$ cat src/hw/tuner_regs_pkg.sv
//==============================================================
// Contract
// - reference divider holds 7-bit value in bits 6-0, 16..127, bit 7 zero
// - core select 00 powers all cores down; 01,10,11 pick core 1,2,3
// - sub-band field bits 5-3 selects sub-band zero through seven directly
// - oscillator bit 2 enables lock detection when one
// - output divider code 00..11 divides by 4, 8, 16, 32
// - pump current code 00..11 gives 0.5, 1, 1.5, 2 mA
// - filter band bit: zero low VHF band, one UHF band
// - control bit 3 disables the RF front end when one
// - control bit 2 powers down the IF gain amplifier when one
// - source code 00 VHF with LPF, 01 VHF no LPF, 10 UHF, 11 factory
// - mixer code 00 enables, 11 disables; 01 and 10 are factory only
// - shutdown bit 5 powers down the IF section when one
// - shutdown bit 4 disables the IF power detector when one
// - shutdown bit 3 powers down the synthesizer when one
// - series capacitor register drives the tracking filter code directly
// - every register reads back its last written contents with its reserved bits as zero
package tuner_regs_pkg;
  localparam logic [3:0] ADDR_REF_DIV   = 4'h2;
  localparam logic [3:0] ADDR_OSC       = 4'h3;
  localparam logic [3:0] ADDR_OVLD_PUMP = 4'h4;
  localparam logic [3:0] ADDR_CTRL      = 4'h5;
  localparam logic [3:0] ADDR_PWR_DOWN  = 4'h6;
  localparam logic [3:0] ADDR_SER_CAP   = 4'h7;
  // masks of writable bits; reserved bits stay zero
  localparam logic [7:0] MASK_REF_DIV   = 8'h7F;
  localparam logic [7:0] MASK_OSC       = 8'hFF;
  localparam logic [7:0] MASK_OVLD_PUMP = 8'h7E;
  localparam logic [7:0] MASK_CTRL      = 8'h0F;
  localparam logic [7:0] MASK_PWR_DOWN  = 8'hF8;
  localparam logic [7:0] MASK_SER_CAP   = 8'hFF;
  // recommended values loaded at reset
  localparam logic [7:0] RST_REF_DIV    = 8'h40;
  localparam logic [7:0] RST_OSC        = 8'hBE;
  localparam logic [7:0] RST_OVLD_PUMP  = 8'h00;
  localparam logic [7:0] RST_CTRL       = 8'h01;
  localparam logic [7:0] RST_PWR_DOWN   = 8'h00;
  localparam logic [7:0] RST_SER_CAP    = 8'h0F;
  // field positions
  localparam int CORE_LSB  = 6;
  localparam int SUBB_LSB  = 3;
  localparam int LOCK_BIT  = 2;
  localparam int ODIV_LSB  = 0;
  localparam int OVLD_LSB  = 4;
  localparam int PUMP_LSB  = 2;
  localparam int BAND_BIT  = 1;
  localparam int FEPD_BIT  = 3;
  localparam int VGAPD_BIT = 2;
  localparam int SRC_LSB   = 0;
  localparam int MIX_LSB   = 6;
  localparam int IFPD_BIT  = 5;
  localparam int DETPD_BIT = 4;
  localparam int SYNPD_BIT = 3;
  localparam logic [1:0] MIX_ON  = 2'h0;
  localparam logic [1:0] MIX_OFF = 2'h3;
  localparam logic [1:0] SRC_FACTORY = 2'h3;
endpackage : tuner_regs_pkg

$ cat src/hw/tuner_control_registers.sv
`timescale 1ns/1ps
module tuner_control_registers (
  input  wire logic       clk_i,
  input  wire logic       nrst_i,
  input  wire logic       wr_en_i,
  input  wire logic       rd_en_i,
  input  wire logic [3:0] addr_i,
  input  wire logic [7:0] wdata_i,
  output logic      [7:0] rdata_o,
  output logic            rvalid_o,
  output logic      [6:0] ref_divide_o,
  output logic      [2:0] core_enable_o,
  output logic      [7:0] sub_band_sel_o,
  output logic            lock_detect_enable_o,
  output logic      [3:0] oscillator_output_divider_o,
  output logic      [2:0] overload_threshold_o,
  output logic      [3:0] pump_current_select_o,
  output logic            filter_band_select_o,
  output logic            front_end_power_down_o,
  output logic            gain_amp_power_down_o,
  output logic      [1:0] rf_source_select_o,
  output logic            low_band_lpf_o,
  output logic            low_band_input_o,
  output logic            high_band_input_o,
  output logic            mixer_power_down_o,
  output logic            intermediate_stage_power_down_o,
  output logic            detector_power_down_o,
  output logic            synthesizer_power_down_o,
  output logic      [7:0] series_cap_code_o
);
  //==============================================================
  // register storage
  logic [7:0] ref_div_q, osc_q, ovld_q, ctrl_q, pwr_q, cap_q;
  logic [7:0] nxt_rdata;
  logic [3:0] core_sel;
  logic [7:0] subb_sel;
  logic [3:0] odiv_sel;
  logic [3:0] pump_sel;

  reg_byte #(.MASK(tuner_regs_pkg::MASK_REF_DIV), .RST_V(tuner_regs_pkg::RST_REF_DIV)) u_ref (
    .clk_i(clk_i), .nrst_i(nrst_i), .we_i(wr_en_i && addr_i == tuner_regs_pkg::ADDR_REF_DIV),
    .wdata_i(wdata_i), .q_o(ref_div_q));
  reg_byte #(.MASK(tuner_regs_pkg::MASK_OSC), .RST_V(tuner_regs_pkg::RST_OSC)) u_osc (
    .clk_i(clk_i), .nrst_i(nrst_i), .we_i(wr_en_i && addr_i == tuner_regs_pkg::ADDR_OSC),
    .wdata_i(wdata_i), .q_o(osc_q));
  reg_byte #(.MASK(tuner_regs_pkg::MASK_OVLD_PUMP), .RST_V(tuner_regs_pkg::RST_OVLD_PUMP)) u_ovl (
    .clk_i(clk_i), .nrst_i(nrst_i), .we_i(wr_en_i && addr_i == tuner_regs_pkg::ADDR_OVLD_PUMP),
    .wdata_i(wdata_i), .q_o(ovld_q));
  reg_byte #(.MASK(tuner_regs_pkg::MASK_CTRL), .RST_V(tuner_regs_pkg::RST_CTRL)) u_ctl (
    .clk_i(clk_i), .nrst_i(nrst_i), .we_i(wr_en_i && addr_i == tuner_regs_pkg::ADDR_CTRL),
    .wdata_i(wdata_i), .q_o(ctrl_q));
  reg_byte #(.MASK(tuner_regs_pkg::MASK_PWR_DOWN), .RST_V(tuner_regs_pkg::RST_PWR_DOWN)) u_pwr (
    .clk_i(clk_i), .nrst_i(nrst_i), .we_i(wr_en_i && addr_i == tuner_regs_pkg::ADDR_PWR_DOWN),
    .wdata_i(wdata_i), .q_o(pwr_q));
  reg_byte #(.MASK(tuner_regs_pkg::MASK_SER_CAP), .RST_V(tuner_regs_pkg::RST_SER_CAP)) u_cap (
    .clk_i(clk_i), .nrst_i(nrst_i), .we_i(wr_en_i && addr_i == tuner_regs_pkg::ADDR_SER_CAP),
    .wdata_i(wdata_i), .q_o(cap_q));

  //==============================================================
  // field decode
  one_hot_dec #(.W(2)) u_core (
    .code_i(osc_q[tuner_regs_pkg::CORE_LSB +: 2]), .sel_o(core_sel));
  one_hot_dec #(.W(3)) u_subb (
    .code_i(osc_q[tuner_regs_pkg::SUBB_LSB +: 3]), .sel_o(subb_sel));
  one_hot_dec #(.W(2)) u_odiv (
    .code_i(osc_q[tuner_regs_pkg::ODIV_LSB +: 2]), .sel_o(odiv_sel));
  one_hot_dec #(.W(2)) u_pump (
    .code_i(ovld_q[tuner_regs_pkg::PUMP_LSB +: 2]), .sel_o(pump_sel));

  //==============================================================
  // analogue controls, registered so each output is a flip-flop
  always_ff @(posedge clk_i or negedge nrst_i) begin
    if (!nrst_i) begin
      ref_divide_o                    <= 7'h00;
      core_enable_o                   <= 3'h0;
      sub_band_sel_o                  <= 8'h00;
      lock_detect_enable_o            <= 1'b0;
      oscillator_output_divider_o     <= 4'h0;
      overload_threshold_o            <= 3'h0;
      pump_current_select_o           <= 4'h0;
      filter_band_select_o            <= 1'b0;
      front_end_power_down_o          <= 1'b1;
      gain_amp_power_down_o           <= 1'b1;
      rf_source_select_o              <= 2'h0;
      low_band_lpf_o                  <= 1'b0;
      low_band_input_o                <= 1'b0;
      high_band_input_o               <= 1'b0;
      mixer_power_down_o              <= 1'b1;
      intermediate_stage_power_down_o <= 1'b1;
      detector_power_down_o           <= 1'b1;
      synthesizer_power_down_o        <= 1'b1;
      series_cap_code_o               <= 8'h00;
    end else begin
      ref_divide_o                    <= ref_div_q[6:0];
      core_enable_o                   <= core_sel[3:1];
      sub_band_sel_o                  <= subb_sel;
      lock_detect_enable_o            <= osc_q[tuner_regs_pkg::LOCK_BIT];
      oscillator_output_divider_o     <= odiv_sel;
      overload_threshold_o            <= ovld_q[tuner_regs_pkg::OVLD_LSB +: 3];
      pump_current_select_o           <= pump_sel;
      filter_band_select_o            <= ovld_q[tuner_regs_pkg::BAND_BIT];
      front_end_power_down_o          <= ctrl_q[tuner_regs_pkg::FEPD_BIT];
      gain_amp_power_down_o           <= ctrl_q[tuner_regs_pkg::VGAPD_BIT];
      rf_source_select_o              <= ctrl_q[tuner_regs_pkg::SRC_LSB +: 2];
      low_band_lpf_o                  <= ctrl_q[1:0] == 2'h0;
      low_band_input_o                <= ctrl_q[1] == 1'b0;
      high_band_input_o               <= ctrl_q[1:0] == 2'h2;
      // factory codes leave the mixer running; only 11 turns it off
      mixer_power_down_o              <= pwr_q[tuner_regs_pkg::MIX_LSB +: 2]
                                         == tuner_regs_pkg::MIX_OFF;
      intermediate_stage_power_down_o <= pwr_q[tuner_regs_pkg::IFPD_BIT];
      detector_power_down_o           <= pwr_q[tuner_regs_pkg::DETPD_BIT];
      synthesizer_power_down_o        <= pwr_q[tuner_regs_pkg::SYNPD_BIT];
      series_cap_code_o               <= cap_q;
    end
  end

  //==============================================================
  // read back
  always_comb begin
    case (addr_i)
      tuner_regs_pkg::ADDR_REF_DIV:   nxt_rdata = ref_div_q;
      tuner_regs_pkg::ADDR_OSC:       nxt_rdata = osc_q;
      tuner_regs_pkg::ADDR_OVLD_PUMP: nxt_rdata = ovld_q;
      tuner_regs_pkg::ADDR_CTRL:      nxt_rdata = ctrl_q;
      tuner_regs_pkg::ADDR_PWR_DOWN:  nxt_rdata = pwr_q;
      tuner_regs_pkg::ADDR_SER_CAP:   nxt_rdata = cap_q;
      default:                        nxt_rdata = 8'h00;
    endcase
  end

  always_ff @(posedge clk_i or negedge nrst_i) begin
    if (!nrst_i) begin
      rdata_o  <= 8'h00;
      rvalid_o <= 1'b0;
    end else begin
      rvalid_o <= rd_en_i;
      if (rd_en_i) begin
        rdata_o <= nxt_rdata;
      end
    end
  end

  //==============================================================
  // checks
  AST_READBACK: assert property (@(posedge clk_i) disable iff (!nrst_i)
    wr_en_i && !rd_en_i && addr_i == tuner_regs_pkg::ADDR_SER_CAP ##1
    rd_en_i && !wr_en_i && addr_i == tuner_regs_pkg::ADDR_SER_CAP
    |=> rvalid_o && rdata_o == $past(wdata_i, 2))
    else $error("read back differs from last write");
  AST_REF_RSVD: assert property (@(posedge clk_i) disable iff (!nrst_i)
    ref_div_q[7] == 1'b0)
    else $error("reference divider reserved bit set");
  AST_CORE_OFF: assert property (@(posedge clk_i) disable iff (!nrst_i)
    osc_q[7:6] == 2'h0 |=> core_enable_o == 3'h0)
    else $error("core enabled with select 00");
  AST_SUBBAND: assert property (@(posedge clk_i) disable iff (!nrst_i)
    1'b1 |=> sub_band_sel_o == 8'(1 << $past(osc_q[5:3])))
    else $error("sub-band decode wrong");
  AST_LOCK: assert property (@(posedge clk_i) disable iff (!nrst_i)
    wr_en_i && addr_i == tuner_regs_pkg::ADDR_OSC
    |=> ##1 lock_detect_enable_o == $past(wdata_i[2], 2))
    else $error("lock detect enable does not follow write");
  AST_ODIV: assert property (@(posedge clk_i) disable iff (!nrst_i)
    osc_q[1:0] == 2'h3 |=> oscillator_output_divider_o == 4'h8)
    else $error("output divide 32 not selected");
  AST_PUMP: assert property (@(posedge clk_i) disable iff (!nrst_i)
    1'b1 |=> $onehot(pump_current_select_o))
    else $error("pump select not one-hot");
  AST_BAND: assert property (@(posedge clk_i) disable iff (!nrst_i)
    1'b1 |=> filter_band_select_o == $past(ovld_q[1]))
    else $error("filter band wrong");
  AST_FE_PD: assert property (@(posedge clk_i) disable iff (!nrst_i)
    wr_en_i && addr_i == tuner_regs_pkg::ADDR_CTRL
    |=> ##1 front_end_power_down_o == $past(wdata_i[3], 2)
         && gain_amp_power_down_o == $past(wdata_i[2], 2))
    else $error("front end or amp power-down wrong");
  AST_SRC: assert property (@(posedge clk_i) disable iff (!nrst_i)
    ctrl_q[1:0] == 2'h2 |=> high_band_input_o && !low_band_input_o)
    else $error("high band input not selected");
  AST_MIX: assert property (@(posedge clk_i) disable iff (!nrst_i)
    pwr_q[7:6] == tuner_regs_pkg::MIX_ON |=> !mixer_power_down_o)
    else $error("mixer off with enable code");
  AST_SECT_PD: assert property (@(posedge clk_i) disable iff (!nrst_i)
    1'b1 |=> intermediate_stage_power_down_o == $past(pwr_q[5])
         && detector_power_down_o == $past(pwr_q[4])
         && synthesizer_power_down_o == $past(pwr_q[3]))
    else $error("section power-down wrong");
  AST_CAP: assert property (@(posedge clk_i) disable iff (!nrst_i)
    wr_en_i && addr_i == tuner_regs_pkg::ADDR_SER_CAP
    |=> ##1 series_cap_code_o == $past(wdata_i, 2))
    else $error("series cap code wrong");
endmodule : tuner_control_registers

$ cat src/hw/reg_byte.sv
`timescale 1ns/1ps
// one masked byte register; reserved bits never store a one
module reg_byte #(
  parameter logic [7:0] MASK  = 8'hFF,
  parameter logic [7:0] RST_V = 8'h00
) (
  input  wire logic       clk_i,
  input  wire logic       nrst_i,
  input  wire logic       we_i,
  input  wire logic [7:0] wdata_i,
  output logic      [7:0] q_o
);
  always_ff @(posedge clk_i or negedge nrst_i) begin
    if (!nrst_i) begin
      q_o <= RST_V & MASK;
    end else if (we_i) begin
      q_o <= wdata_i & MASK;
    end
  end
endmodule : reg_byte

$ cat src/hw/one_hot_dec.sv
`timescale 1ns/1ps
// binary code to one-hot select lines
module one_hot_dec #(
  parameter int W = 2
) (
  input  wire logic [W-1:0]      code_i,
  output logic      [(1<<W)-1:0] sel_o
);
  always_comb begin
    sel_o = '0;
    sel_o[code_i] = 1'b1;
  end
endmodule : one_hot_dec

$ cat config.mk
export PLATFORM = sky130hd
export DESIGN_NAME = tuner_control_registers
export DESIGN_NICKNAME = d
export VERILOG_FILES = /design/src/hw/tuner_regs_pkg.sv /design/src/hw/tuner_control_registers.sv /design/src/hw/reg_byte.sv /design/src/hw/one_hot_dec.sv
export SDC_FILE = /design/constraint.sdc
export NUM_CORES = 1
export LEC_CHECK = 0
export BUFFER_PORTS_ARGS = -buffer_cell sky130_fd_sc_hd__buf_4
export CORE_MARGIN = 2
export CORE_UTILIZATION = 40
export CTS_BUF_LIST = sky130_fd_sc_hd__clkbuf_8
export DETAILED_ROUTE_END_ITERATION = 10
export HOLD_SLACK_MARGIN = 0.05
export PLACE_DENSITY = 0.66
export SYNTH_ARGS = -nofsm -noshare
export SYNTH_HDL_FRONTEND = slang
export SYNTH_SLANG_ARGS = --single-unit
$ cat constraint.sdc
create_clock -name clk_i -period 1.2 [get_ports clk_i]
set_input_delay 0.36 -clock clk_i [delete_from_list [all_inputs] [get_ports clk_i]]
set_output_delay 0.36 -clock clk_i [all_outputs]
set_load 0.005 [all_outputs]
Yosys cells after proc, flatten, opt, wreduce, memory -nomap -nowiden. Cells that the tools add are included.

Logic and storage cells: 64. Output and inout port bits: 59. Register bits after elaboration: 97.

Reduce and logical (&&, ||, !) cells: 11. Bitwise gates (word level): 1. Eq/ne operators: 8. Order comparisons: 8. Mux-type cells: 9.

Operators with widths (number): $pmux 8 s6 (1); $eq 4x3->1 const B (4); $logic_and 1x1->1 (10); $lt 2x3->1 const B (3); $eq 4x2->1 const B (2); $demux 1 s2 (3); $ge 2x1->1 const B (3); $eq 2x2->1 const B (2); $lt 3x4->1 const B (1); $mux 1 (4); $demux 1 s3 (1); $ge 3x1->1 const B (1); $logic_not 2->1 (1); $not 1->1 (1).

Depth between registers and ports, before layout. Gate-level depths: netlist of the first run.

Depth in word-level cells: 4. Mapped depth: 5. Gate-level depth less buffers: 3.

Cells and area by module. From an unflattened synthesis of the first run, not the netlist that was laid out.

Cell total of the unflattened synthesis: 247. Area total of the unflattened synthesis: 3861.2 um2.

By module, submodules not included: tuner_control_registers (sequential area each 1483.9 um2, area an instance 2079.5 um2, instances 1, cells an instance 133); reg_byte (u_osc) (sequential area each 207.7 um2, area an instance 339.1 um2, instances 1, cells an instance 17); reg_byte (u_cap) (sequential area each 205.2 um2, area an instance 336.6 um2, instances 1, cells an instance 17); reg_byte (u_ref) (sequential area each 176.4 um2, area an instance 304.0 um2, instances 1, cells an instance 17); reg_byte (u_ovl) (sequential area each 150.1 um2, area an instance 270.3 um2, instances 1, cells an instance 16); reg_byte (u_pwr) (sequential area each 125.1 um2, area an instance 207.7 um2, instances 1, cells an instance 14); reg_byte (u_ctl) (sequential area each 101.3 um2, area an instance 180.2 um2, instances 1, cells an instance 13); one_hot_dec (u_core ...) (sequential area each 0.0 um2, area an instance 26.3 um2, instances 3, cells an instance 4); one_hot_dec (u_subb) (sequential area each 0.0 um2, area an instance 65.1 um2, instances 1, cells an instance 8).

Least setup slack after synthesis of the first run. No wires, ideal clock.

Path kind: input to register. From: input port addr_i[1]. To: register u_ctl.q_o[1]. Buffers on the path: 2. Data required time: 1.075 ns. Arrival: 1.358 ns. Slack: -0.283 ns. Setup time: 0.125 ns. Stages: 5. Cells stage by stage: buf_4 nor3b_4 and3_1 buf_2 mux2_2.

Word-level cells in the longest chain between the ends: 2.

RTL lines: from (decl) (RTL line tuner_control_registers.sv:7) `input wire logic [3:0] addr_i,`; $eq 4x3->1 (RTL line tuner_control_registers.sv:50) `.clk_i(clk_i), .nrst_i(nrst_i), .we_i(wr_en_i && addr_i == tuner_regs_pkg::ADDR_CTRL),`; $logic_and 1x1->1 (RTL line tuner_control_registers.sv:50); to (signal assigned) (RTL line reg_byte.sv:15) `q_o <= RST_V & MASK;`; to (signal assigned) (RTL line reg_byte.sv:17) `q_o <= wdata_i & MASK;`; to (decl) (RTL line reg_byte.sv:11) `output logic [7:0] q_o`.

Every way passes these cells. A chain may end at the register's enable or synchronous reset.

Worst setup path after layout of the first run.
From: register detector_power_down_o. To: output port detector_power_down_o.

RTL lines: from (decl) (RTL line tuner_control_registers.sv:27) `output logic detector_power_down_o,`; from (signal assigned) (RTL line tuner_control_registers.sv:112) `detector_power_down_o <= pwr_q[tuner_regs_pkg::DETPD_BIT];`.

No word-level cell between the ends.

==> results of run 1 <==
==> where the power goes <==
| part | total [W] | internal, W | switching, W |
|---|---|---|---|
| registers | 0.00452 | 0.00407 | 0.000449 |
| clock network | 0.00211 | 0.00101 | 0.00110 |
| logic | 0.00205 | 0.00139 | 0.000655 |
| total | 0.00867 | 0.00647 | 0.00221 |
==> flip-flops by register name, indices dropped and copies added, names as in the netlist, 2 cells and up <==
register	cells
rdata_o	8
series_cap_code_o	8
sub_band_sel_o	8
u_cap.q_o	8
u_osc.q_o	8
ref_divide_o	7
u_ref.q_o	7
u_ovl.q_o	6
u_pwr.q_o	5
oscillator_output_divider_o	4
pump_current_select_o	4
u_ctl.q_o	4
core_enable_o	3
overload_threshold_o	3
rf_source_select_o	2
==> layout by cell type (no fill, tap or decap), types with 2 or more instances in the layout <==
| master | synthesis | final |
|---|---|---|
| nand3_1 | 4 | 3 |
| mux2i_1 | 4 | 4 |
| a31oi_1 | 3 | 3 |
| buf_4 | 3 | 53 |
| mux2_4 | 0 | 11 |
| clkinvlp_4 | 0 | 3 |
| dfrtp_1 | 79 | 79 |
| and2_1 | 5 | 5 |
| dfstp_2 | 18 | 18 |
| a32oi_1 | 2 | 2 |
| nor2b_1 | 9 | 8 |
| nand2_1 | 7 | 7 |
| and2b_1 | 2 | 2 |
| nor3b_1 | 4 | 4 |
| a41oi_1 | 2 | 2 |
| buf_6 | 0 | 59 |
| buf_12 | 0 | 4 |
| clkbuf_8 | 0 | 10 |
| nor2_1 | 7 | 6 |
| nand3_4 | 0 | 2 |
| mux2_2 | 44 | 33 |
| inv_1 | 3 | 5 |
| and3b_1 | 3 | 3 |
| nand4_1 | 2 | 2 |
| nand2b_1 | 4 | 4 |
| o221ai_1 | 4 | 4 |
==> logic make-up (layout without fill, tap and decap cells) <==
group,Yosys count,after routing,synth area share
compound gates,16,16,0.0354
buf+inv,13,136,0.0179
flops,97,97,0.687
mux,50,50,0.164
simple gates,55,55,0.0961
==> per-stage QoR <==
stage / hold WS [ns] / instance area, um2
CTS: 0.244 / 5070
detailed placement: 0.285 / 4610
global placement: 0.279 / 4610
floorplan: 0.0644 / 3680
global route: 0.242 / 5070
finish: 0.256 / 5070
==> area by class of cell <==
cell class	count	area, um2
Fill cell	713	3610
Sequential cell	97	2450
Timing Repair Buffer	117	1150
Multi-Input combinational cell	121	1130
Clock buffer	10	138
Tap cell	108	135
Clock inverter	6	60.1
Inverter	3	11.3
==> worst max-delay path by stage <==
stage / depth (start not counted) / from / to / slack, ns
CTS: 1 / gain_amp_power_down_o / gain_amp_power_down_o / -0.16
floorplan: 5 / addr_i[1] / u_ctl.q_o[1] / -0.24
global placement: 4 / addr_i[1] / u_ctl.q_o[2] / -0.30
detailed placement: 4 / addr_i[1] / u_ctl.q_o[0] / -0.35
finish: 1 / detector_power_down_o / detector_power_down_o / -0.15
global route: 1 / detector_power_down_o / detector_power_down_o / -0.18
==> timing repair <==
| action | in CTS | in global routing |
|---|---|---|
| pin swaps | 2 | 1 |
| setup buffers | 4 | 0 |
| hold buffers | 1 | 0 |
| gates cloned | 0 | 0 |
| endpoints found under the hold margin | 11 | 0 |
| setup endpoints to repair | 60 | 64 |
| resized for setup | 59 | 2 |
==> layer usage <==
metal	GRT usage	vias up	wire, um
li1	-	1055	-
met1	0.247	1113	3650
met2	0.277	59	3820
met3	0.0333	8	305
met4	0.0632	0	100
met5	0	-	0
==> synth_stat cells (all sizes together) <==
cell type,number
mux2,44
and2,5
nand3,6
a22oi,1
o311ai,1
mux2i,4
dfstp,18
nand2b,4
nor2b,9
nand4,2
and3,2
inv,3
clkbuf,4
nand2,8
nor3b,5
a32oi,2
o221ai,4
nor3,1
and2b,2
a21oi,1
a31oi,3
a2111o,1
buf,6
a41oi,2
and4b,1
nor2,7
o21ai,1
mux4,2
and3b,3
dfrtp,79
==> results.md, run 1 <==
- Run status: complete, but fails checks
- Failing checks: negative setup slack
- Dpl ws: -0.352 ns
- Count of input and output buffers: 74
- Worst setup margin: -0.153 ns
- RSZ-0062 raised after global routing: yes
- Hold_sp: wdata_i[7]
- Die Height: 98.4 um
- Mapped Area: 3570 um2
- Pre-Repair DR Iteration Count: 4
- Critical Path RT: 0.84 ns
- Final Non-Filler Cells: 462
- Hold EP: u_pwr.q_o[7]
- Die X-Extent: 98.4 um
- Post-synthesis cell type count: 35
- R2R depth: 3
- Layout Skew: 0.00767 ns
- Critical path's top delay family: flip-flops
- Crit share post-route: 1.13
- Core area: 8680 um2
- Initial Util: 0.411
- CTS root buf: clkbuf_8
- Cts bufs inserted: 9
- Final hold violations: 0
- Share of cells above drive strength 1: 0.571
- Worst Path Max Fanout: 1
- Hold path cells: 2
- Core Util, Final: 0.584
- Overall power: 0.00867 W
- Relative slew margins: 0.782
- Worst VDD drop: 0.000814 V
- Via count of the first global-routing pass: 2454
- Crit-path max cell delay: 0.54 ns
- Synth area leader: dfrtp_1
- Row count: 34
- Crit start category: register
- CTS Buffer Depth: 2
- Largest net degree at the start of global routing: 27
- Worst r2r dst: rdata_o[0]
- YS warnings: 0
- Critical path's slowest cell: dfstp_2
- CP endpoint kind: output pin
- Remaining Overflow, GRT: 0
- Flops & latches, synth: 97
- DIE AREA: 9690 um2
- P&R area growth vs syn: 42.2%
- Ant diodes: 0
- Vias/cell: 4.84
- Setup tns final: -1.89 ns
- Synth top area share: 0.554
- FMAX: 739 MHz
- Max Cap Viol: 0
- Worst Tran Pin Value: 0.328 ns
- Slew Viols, Final: 0
- Fin nets: 365
- Flop2flop setup slack: -0.03 ns
- Leak pwr: 2.41 nW
- Largest cells by area after synthesis: dfrtp_1 (55%), mux2_2 (14%), dfstp_2 (13%)
- Critical path type: register to output pin
- Hpwl dp: 5480 um
- Residual DRC: 0
- Setup Viol. Count Final: 60
- Cells after DPL: 441
- Pwr per Cell Area: 1710 nW/um2
- Reg clk slew, reported paths: 0.09 ns
- Boundary pin count: 75
- Clock tree from TritonCTS: yes
- Number of DRC markers in iteration 0: 77
- Cell Chain, Critical Path: buf_6
- Total Routing Usage GR: 0.176
- Synth Instances: 231
- Worst min-delay path category: input pin to register
- Antenna Nets Post-Route: 0
- Avg Cell Area, Syn: 15.4 um2
- Synth Net Count: 247
- Register area share after synthesis: 0.687
- Vias: 2235
- Per-cell routed wire length: 17.0 um
- WL final: 7880 um
- First-pass GRT wire length: 13000 um
- CP arrival: 0.99 ns
- Sink Count: 97
- Final RePlAce weighted congestion: 0.846
- Min cycle time layout: 1.35 ns
- Clock latency on the worst-skew pair: 0.36 ns
- Antenna violations before repair: 0
- FF-to-FF Start: u_cap.q_o[0]
- H-tree depth: 3
- CP Buf/Inv Count: 1
Note: power is estimated with default switching activity, not from simulation.
==> run 2, diff against run 1 <==
CORE_UTILIZATION = 51   (was 40)
CTS_CLUSTER_SIZE = 28   (was not set)
PLACE_DENSITY = 0.8   (was 0.66)
==> results.md, run 2 (synthesis results as in run 1) <==
- Vias/cell: 5.17 (+6.8%)
- Cell Chain, Critical Path: buf_6
- Critical path's slowest cell: dfstp_2
- Clock latency on the worst-skew pair: 0.36 ns (about the same)
- Most frequent cells in the layout: dfrtp_1 (79), buf_6 (59), buf_4 (50)
- Min cycle time layout: 1.35 ns (-0.00672 ns)
- Die Height: 87.6 um (-11%)
- Reg clk slew, reported paths: 0.08 ns (about the same)
- Setup tns final: -1.66 ns (+0.235 ns)
- CTS root buf: clkbuf_8
- Crit start category: register
- Commonest non-fill, non-tap cell in the layout: dfrtp_1
- Cells after DPL: 427 (-3.2%)
- Hpwl dp: 5180 um (-5.5%)
- Final RePlAce weighted congestion: 0.866 (+2.3%)
- Via count of the first global-routing pass: 2289 (-6.7%)
- Slew Viols, Final: 0 (unchanged)
- Critical path type: register to output pin
- Run status: complete, but fails checks
- Leak pwr: 2.42 nW (+0.39%)
- Antenna violations before repair: 0 (unchanged)
- Vias: 2304 (+3.1%)
- CP Buf/Inv Count: 1 (unchanged)
- Residual DRC: 0 (unchanged)
- Worst Tran Pin Value: 0.244 ns (-0.0833 ns)
- Min Hold Slack: 0.261 ns (+0.00455 ns)
- Fin nets: 361 (-1.1%)
- Failing checks: negative setup slack
- Count of input and output buffers: 74 (unchanged)
- Largest net degree at the start of global routing: 42 (+56%)
- DIE AREA: 7680 um2 (-21%)
- Final hold violations: 0 (unchanged)
- CP endpoint kind: output pin
- Layout Skew: 0.00926 ns (+0.00159 ns)
- Boundary pin count: 75 (unchanged)
- Remaining Overflow, GRT: 0 (unchanged)
- Core area: 6790 um2 (-22%)
- Final Non-Filler Cells: 446 (-3.5%)
- Initial Util: 0.525 (+0.114)
- Antenna Nets Post-Route: 0 (unchanged)
- Critical Path RT: 0.84 ns (about the same)
- Sink Count: 97 (unchanged)
- Crit share post-route: 1.12 (-0.00560)
- P&R area growth vs syn: 41.7%
- Worst Path Max Fanout: 1 (unchanged)
- RSZ-0062 raised after global routing: yes
- H-tree depth: 3 (unchanged)
- Share of cells above drive strength 1: 0.560 (-0.0106)
- Crit-path max cell delay: 0.54 ns (about the same)
- Worst VDD drop: 0.000858 V (+5.3%)
- Row count: 30 (-12%)
- Clock tree from TritonCTS: yes
- Max Cap Viol: 0 (unchanged)
- Cts bufs inserted: 9 (unchanged)
- Ant diodes: 0 (unchanged)
- Pre-Repair DR Iteration Count: 4 (unchanged)
- WL final: 7580 um (-3.8%)
- FMAX: 743 MHz (+0.50%)
- Filler cells: 415 (-42%)
- Per-cell routed wire length: 17.0 um (-0.31%)
- CP arrival: 0.99 ns (about the same)
- Die X-Extent: 87.6 um (-11%)
- Overall power: 0.00901 W (+3.9%)
- Total Routing Usage GR: 0.210 (+0.0340)
- Number of DRC markers in iteration 0: 126 (+64%)
- First-pass GRT wire length: 11900 um (-8.8%)
- Setup Viol. Count Final: 56 (-6.7%)
- Worst min-delay path category: input pin to register
- Critical path's top delay family: flip-flops
- Pwr per Cell Area: 1780 nW/um2 (+4.3%)
- CTS Buffer Depth: 2 (unchanged)
- Core Util, Final: 0.744 (+0.160)
- Worst setup margin: -0.146 ns (+0.00671 ns)
- Relative slew margins: 0.835 (+0.0538)
==> run 2: cell types whose count changed in the layout (fill, tap and decap cells not counted), sizes merged <==
cell      delta
buf          -4
bufinv       +2
clkinvlp     -3
inv          +1
==> run 2: area by class of cell <==
type	instances	area, um2	share of cell area
Timing Repair Buffer	113	1110	0.220
Inverter	3	11.3	0.00223
Multi-Input combinational cell	121	1120	0.223
Tap cell	96	120	0.0238
Sequential cell	97	2450	0.485
Clock inverter	6	101	0.0200
Clock buffer	10	138	0.0272
==> run 2: repair_timing <==
action | 4_1_cts | 5_1_grt
endpoints found under the setup margin | 60 | 61
endpoints found under the hold margin | 13 | 0
hold buffers | 1 | 0
pin swaps | 2 | 1
gates resized for setup | 59 | 1
buffers inserted | 2 | 0
==> run 2: final timing paths <==
| path | startpoint | end | slack (ns) | cells past startpoint |
|---|---|---|---|---|
| max | mixer_power_down_o | mixer_power_down_o | -0.15 | 1 |
| min | wdata_i[7] | u_cap.q_o[7] | 0.26 | 2 |
| max reg2reg | u_ctl.q_o[0] | rdata_o[0] | 0 | 3 |
| min reg2reg | u_ref.q_o[2] | ref_divide_o[2] | 0.40 | 0 |
| max in group asynchronous | nrst_i | u_ref.q_o[6] | 0.22 | 3 |
| min in group asynchronous | nrst_i | low_band_input_o | 0.42 | 2 |
==> run 2: power by group <==
group	internal (W)	switching, W	total, W	leakage [nW]
sequential	0.00407	0.000449	0.00452	1.18
clock	0.00142	0.00104	0.00246	0.130
combinational	0.00138	0.000654	0.00203	1.11
total	0.00687	0.00215	0.00901	2.42
==> run 2: routing by layer <==
metal | share of wire | GRT usage | wire length, um
met1 | 0.44 | 0.286 | 3330
met2 | 0.49 | 0.323 | 3730
met3 | 0.046 | 0.0500 | 347
met4 | 0.022 | 0.0965 | 170
met5 | 0 | 0 | 0
==> run 2: per-stage QoR <==
step / setup slack [ns] / instance area [um2]
after floorplan: -0.240 / 3680
after global placement: -0.295 / 4570
after detailed placement: -0.326 / 4570
after CTS: -0.164 / 5050
after global routing: -0.193 / 5050
final: -0.146 / 5050
==> run 3, diff against run 2 <==
CORE_MARGIN = not set   (was 2)
CORE_UTILIZATION = 56   (was 51)
PLACE_DENSITY = 0.83   (was 0.8)
SLEW_MARGIN = 20   (was not set)
clock period = 1.5 ns   (was 1.2 ns; I/O delays follow)
==> results.md, run 3 (synthesis results as in run 1) <==
- Run status: complete, no violations
- Clock latency on the worst-skew pair: 0.35 ns (about the same)
- Crit share post-route: 0.962
- Residual DRC: 0 (unchanged)
- FF-to-FF Start: u_ctl.q_o[0]
- Pre-Repair DR Iteration Count: 5 (+1)
- Vias/cell: 5.36 (+3.7%)
- Worst Tran Pin Value: 0.291 ns (+0.0471 ns)
- Via count of the first global-routing pass: 2155 (-5.9%)
- Post-cts resize count: 0 (-100%)
- Placed Area: 4390 um2 (-4.0%)
- FMAX: 693 MHz
- Setup tns final: 0 ns (+1.66 ns)
- Clock tree from TritonCTS: yes
- Leak pwr: 2.20 nW (-9.2%)
- Min cycle time layout: 1.44 ns
- Share of cells above drive strength 1: 0.545 (-0.0154)
- # Post-CTS Setup Buffers: 0 (-2)
- Number of DRC markers in iteration 0: 148 (+17%)
- Ant diodes: 0 (unchanged)
- Critical path's slowest cell: dfstp_2
- Sink Count: 97 (unchanged)
- Crit start category: register
- Antenna Nets Post-Route: 0 (unchanged)
- Final RePlAce weighted congestion: 0.823 (-4.9%)
- Final instance area: 4570 um2 (-9.7%)
- Vias: 2201 (-4.5%)
- Layout Skew: 0.00677 ns (-0.00249 ns)
- Pwr per Cell Area: 1380 nW/um2 (-22%)
- Row count: 28 (-6.7%)
- H-tree depth: 3 (unchanged)
- Reg clk slew, reported paths: 0.09 ns (about the same)
- Per-cell routed wire length: 16.6 um (-2.2%)
- CP Buf/Inv Count: 1 (unchanged)
- Antenna violations before repair: 0 (unchanged)
- Slew Viols, Final: 0 (unchanged)
- DIE AREA: 6690 um2 (-13%)
- Core area: 6030 um2 (-11%)
- Total Routing Usage GR: 0.226 (+0.0161)
- Largest net degree at the start of global routing: 56 (+33%)
- Critical path type: register to output pin
- Filler cells: 375 (-9.6%)
- Flop2flop setup slack: 0.20 ns (+0.20 ns)
- WL final: 6830 um (-9.9%)
- Remaining Overflow, GRT: 0 (unchanged)
- Crit-path max cell delay: 0.54 ns (about the same)
- CTS Hold Bufs: 0 (-1)
- Cell Chain, Critical Path: buf_4
- R2R depth: 3 (unchanged)
- Crit. Startpoint: synthesizer_power_down_o
- CP endpoint kind: output pin
- Most frequent cells in the layout: buf_4 (97), dfrtp_1 (79), mux2_2 (41)
- Critical Path RT: 1.05 ns (+0.21 ns)
- CP arrival: 0.99 ns (about the same)
- Worst VDD drop: 0.000967 V (+13%)
- RSZ-0062 raised after global routing: no
- CTS Buffer Depth: 2 (unchanged)
- Count of input and output buffers: 74 (unchanged)
- Die Height: 81.8 um (-6.6%)
- Setup Viol. Count Final: 0 (-100%)
- Initial Util: 0.592 (+0.0669)
- Worst Path Max Fanout: 1 (unchanged)
- CTS root buf: clkbuf_8
- Final hold violations: 0 (unchanged)
- Die X-Extent: 81.8 um (-6.6%)
- Fin nets: 347 (-3.9%)
- Worst r2r dst: rdata_o[0]
- Worst min-delay path category: input pin to async pin
- Cts bufs inserted: 9 (unchanged)
- Relative slew margins: 0.805 (-0.0301)
- Min Hold Slack: 0.0573 ns (-0.204 ns)
- P&R area growth vs syn: 28.0%
- Commonest non-fill, non-tap cell in the layout: buf_4
- Hpwl dp: 4950 um (-4.5%)
- Boundary pin count: 75 (unchanged)
- Critical path's top delay family: flip-flops
- First-pass GRT wire length: 10800 um (-8.7%)
- Max Cap Viol: 0 (unchanged)
-- run 3: cell types whose count changed in the layout (fill, tap and decap cells not counted), sizes merged --
cell | before | now
buf | 112 | 99
bufinv | 3 | 0
clkbuf | 10 | 9
clkinv | 0 | 5
dlygate4sd3 | 1 | 0
inv | 6 | 5
-- run 3: final cells by class --
| type | instances | area [um2] | area share |
|---|---|---|---|
| clock inverter | 7 | 53.8 | 0.0118 |
| inverter | 3 | 11.3 | 0.00247 |
| sequential | 97 | 2450 | 0.537 |
| timing repair buffer | 99 | 768 | 0.168 |
| clock buffer | 9 | 124 | 0.0271 |
| tap | 75 | 93.8 | 0.0206 |
| multi-input combinational | 121 | 1060 | 0.233 |
-- run 3: power by group --
part	total (W)	switching, W	internal (W)
Clock	0.00151	0.000897	0.000617
Sequential	0.00360	0.000346	0.00325
Combinational	0.00120	0.000420	0.000783
-- run 3: metrics by stage --
step | utilization | setup WS [ns] | instances | power (W)
global route | 0.758 | 0.0264 | 411 | 0.00664
floorplan | - | -0.0301 | 231 | 0.00407
detailed placement | 0.728 | -0.160 | 395 | 0.00487
CTS | 0.758 | 0.0462 | 411 | 0.00637
global placement | 0.728 | -0.118 | 395 | 0.00481
finish | 0.758 | 0.0575 | 411 | 0.00631
-- run 3: metal layers --
| layer | global-route usage | vias to the layer above | share of wire |
|---|---|---|---|
| met3 | 0.0611 | 10 | 0.064 |
| li1 | - | 1016 | - |
| met5 | 0 | - | 0 |
| met1 | 0.310 | 1084 | 0.43 |
| met2 | 0.345 | 91 | 0.48 |
| met4 | 0.0912 | 0 | 0.018 |
-- run 3: worst max path at each step --
stage                                to  slack (ns)  cells after the start
4_1_cts        synthesizer_power_down_o        0.05                      1
5_1_grt        synthesizer_power_down_o        0.03                      1
3_3_place_gp               u_ctl.q_o[0]       -0.12                      4
3_5_place_dp               u_ctl.q_o[0]       -0.16                      4
6_report       synthesizer_power_down_o        0.06                      1
2_1_floorplan              u_ctl.q_o[1]       -0.03                      5
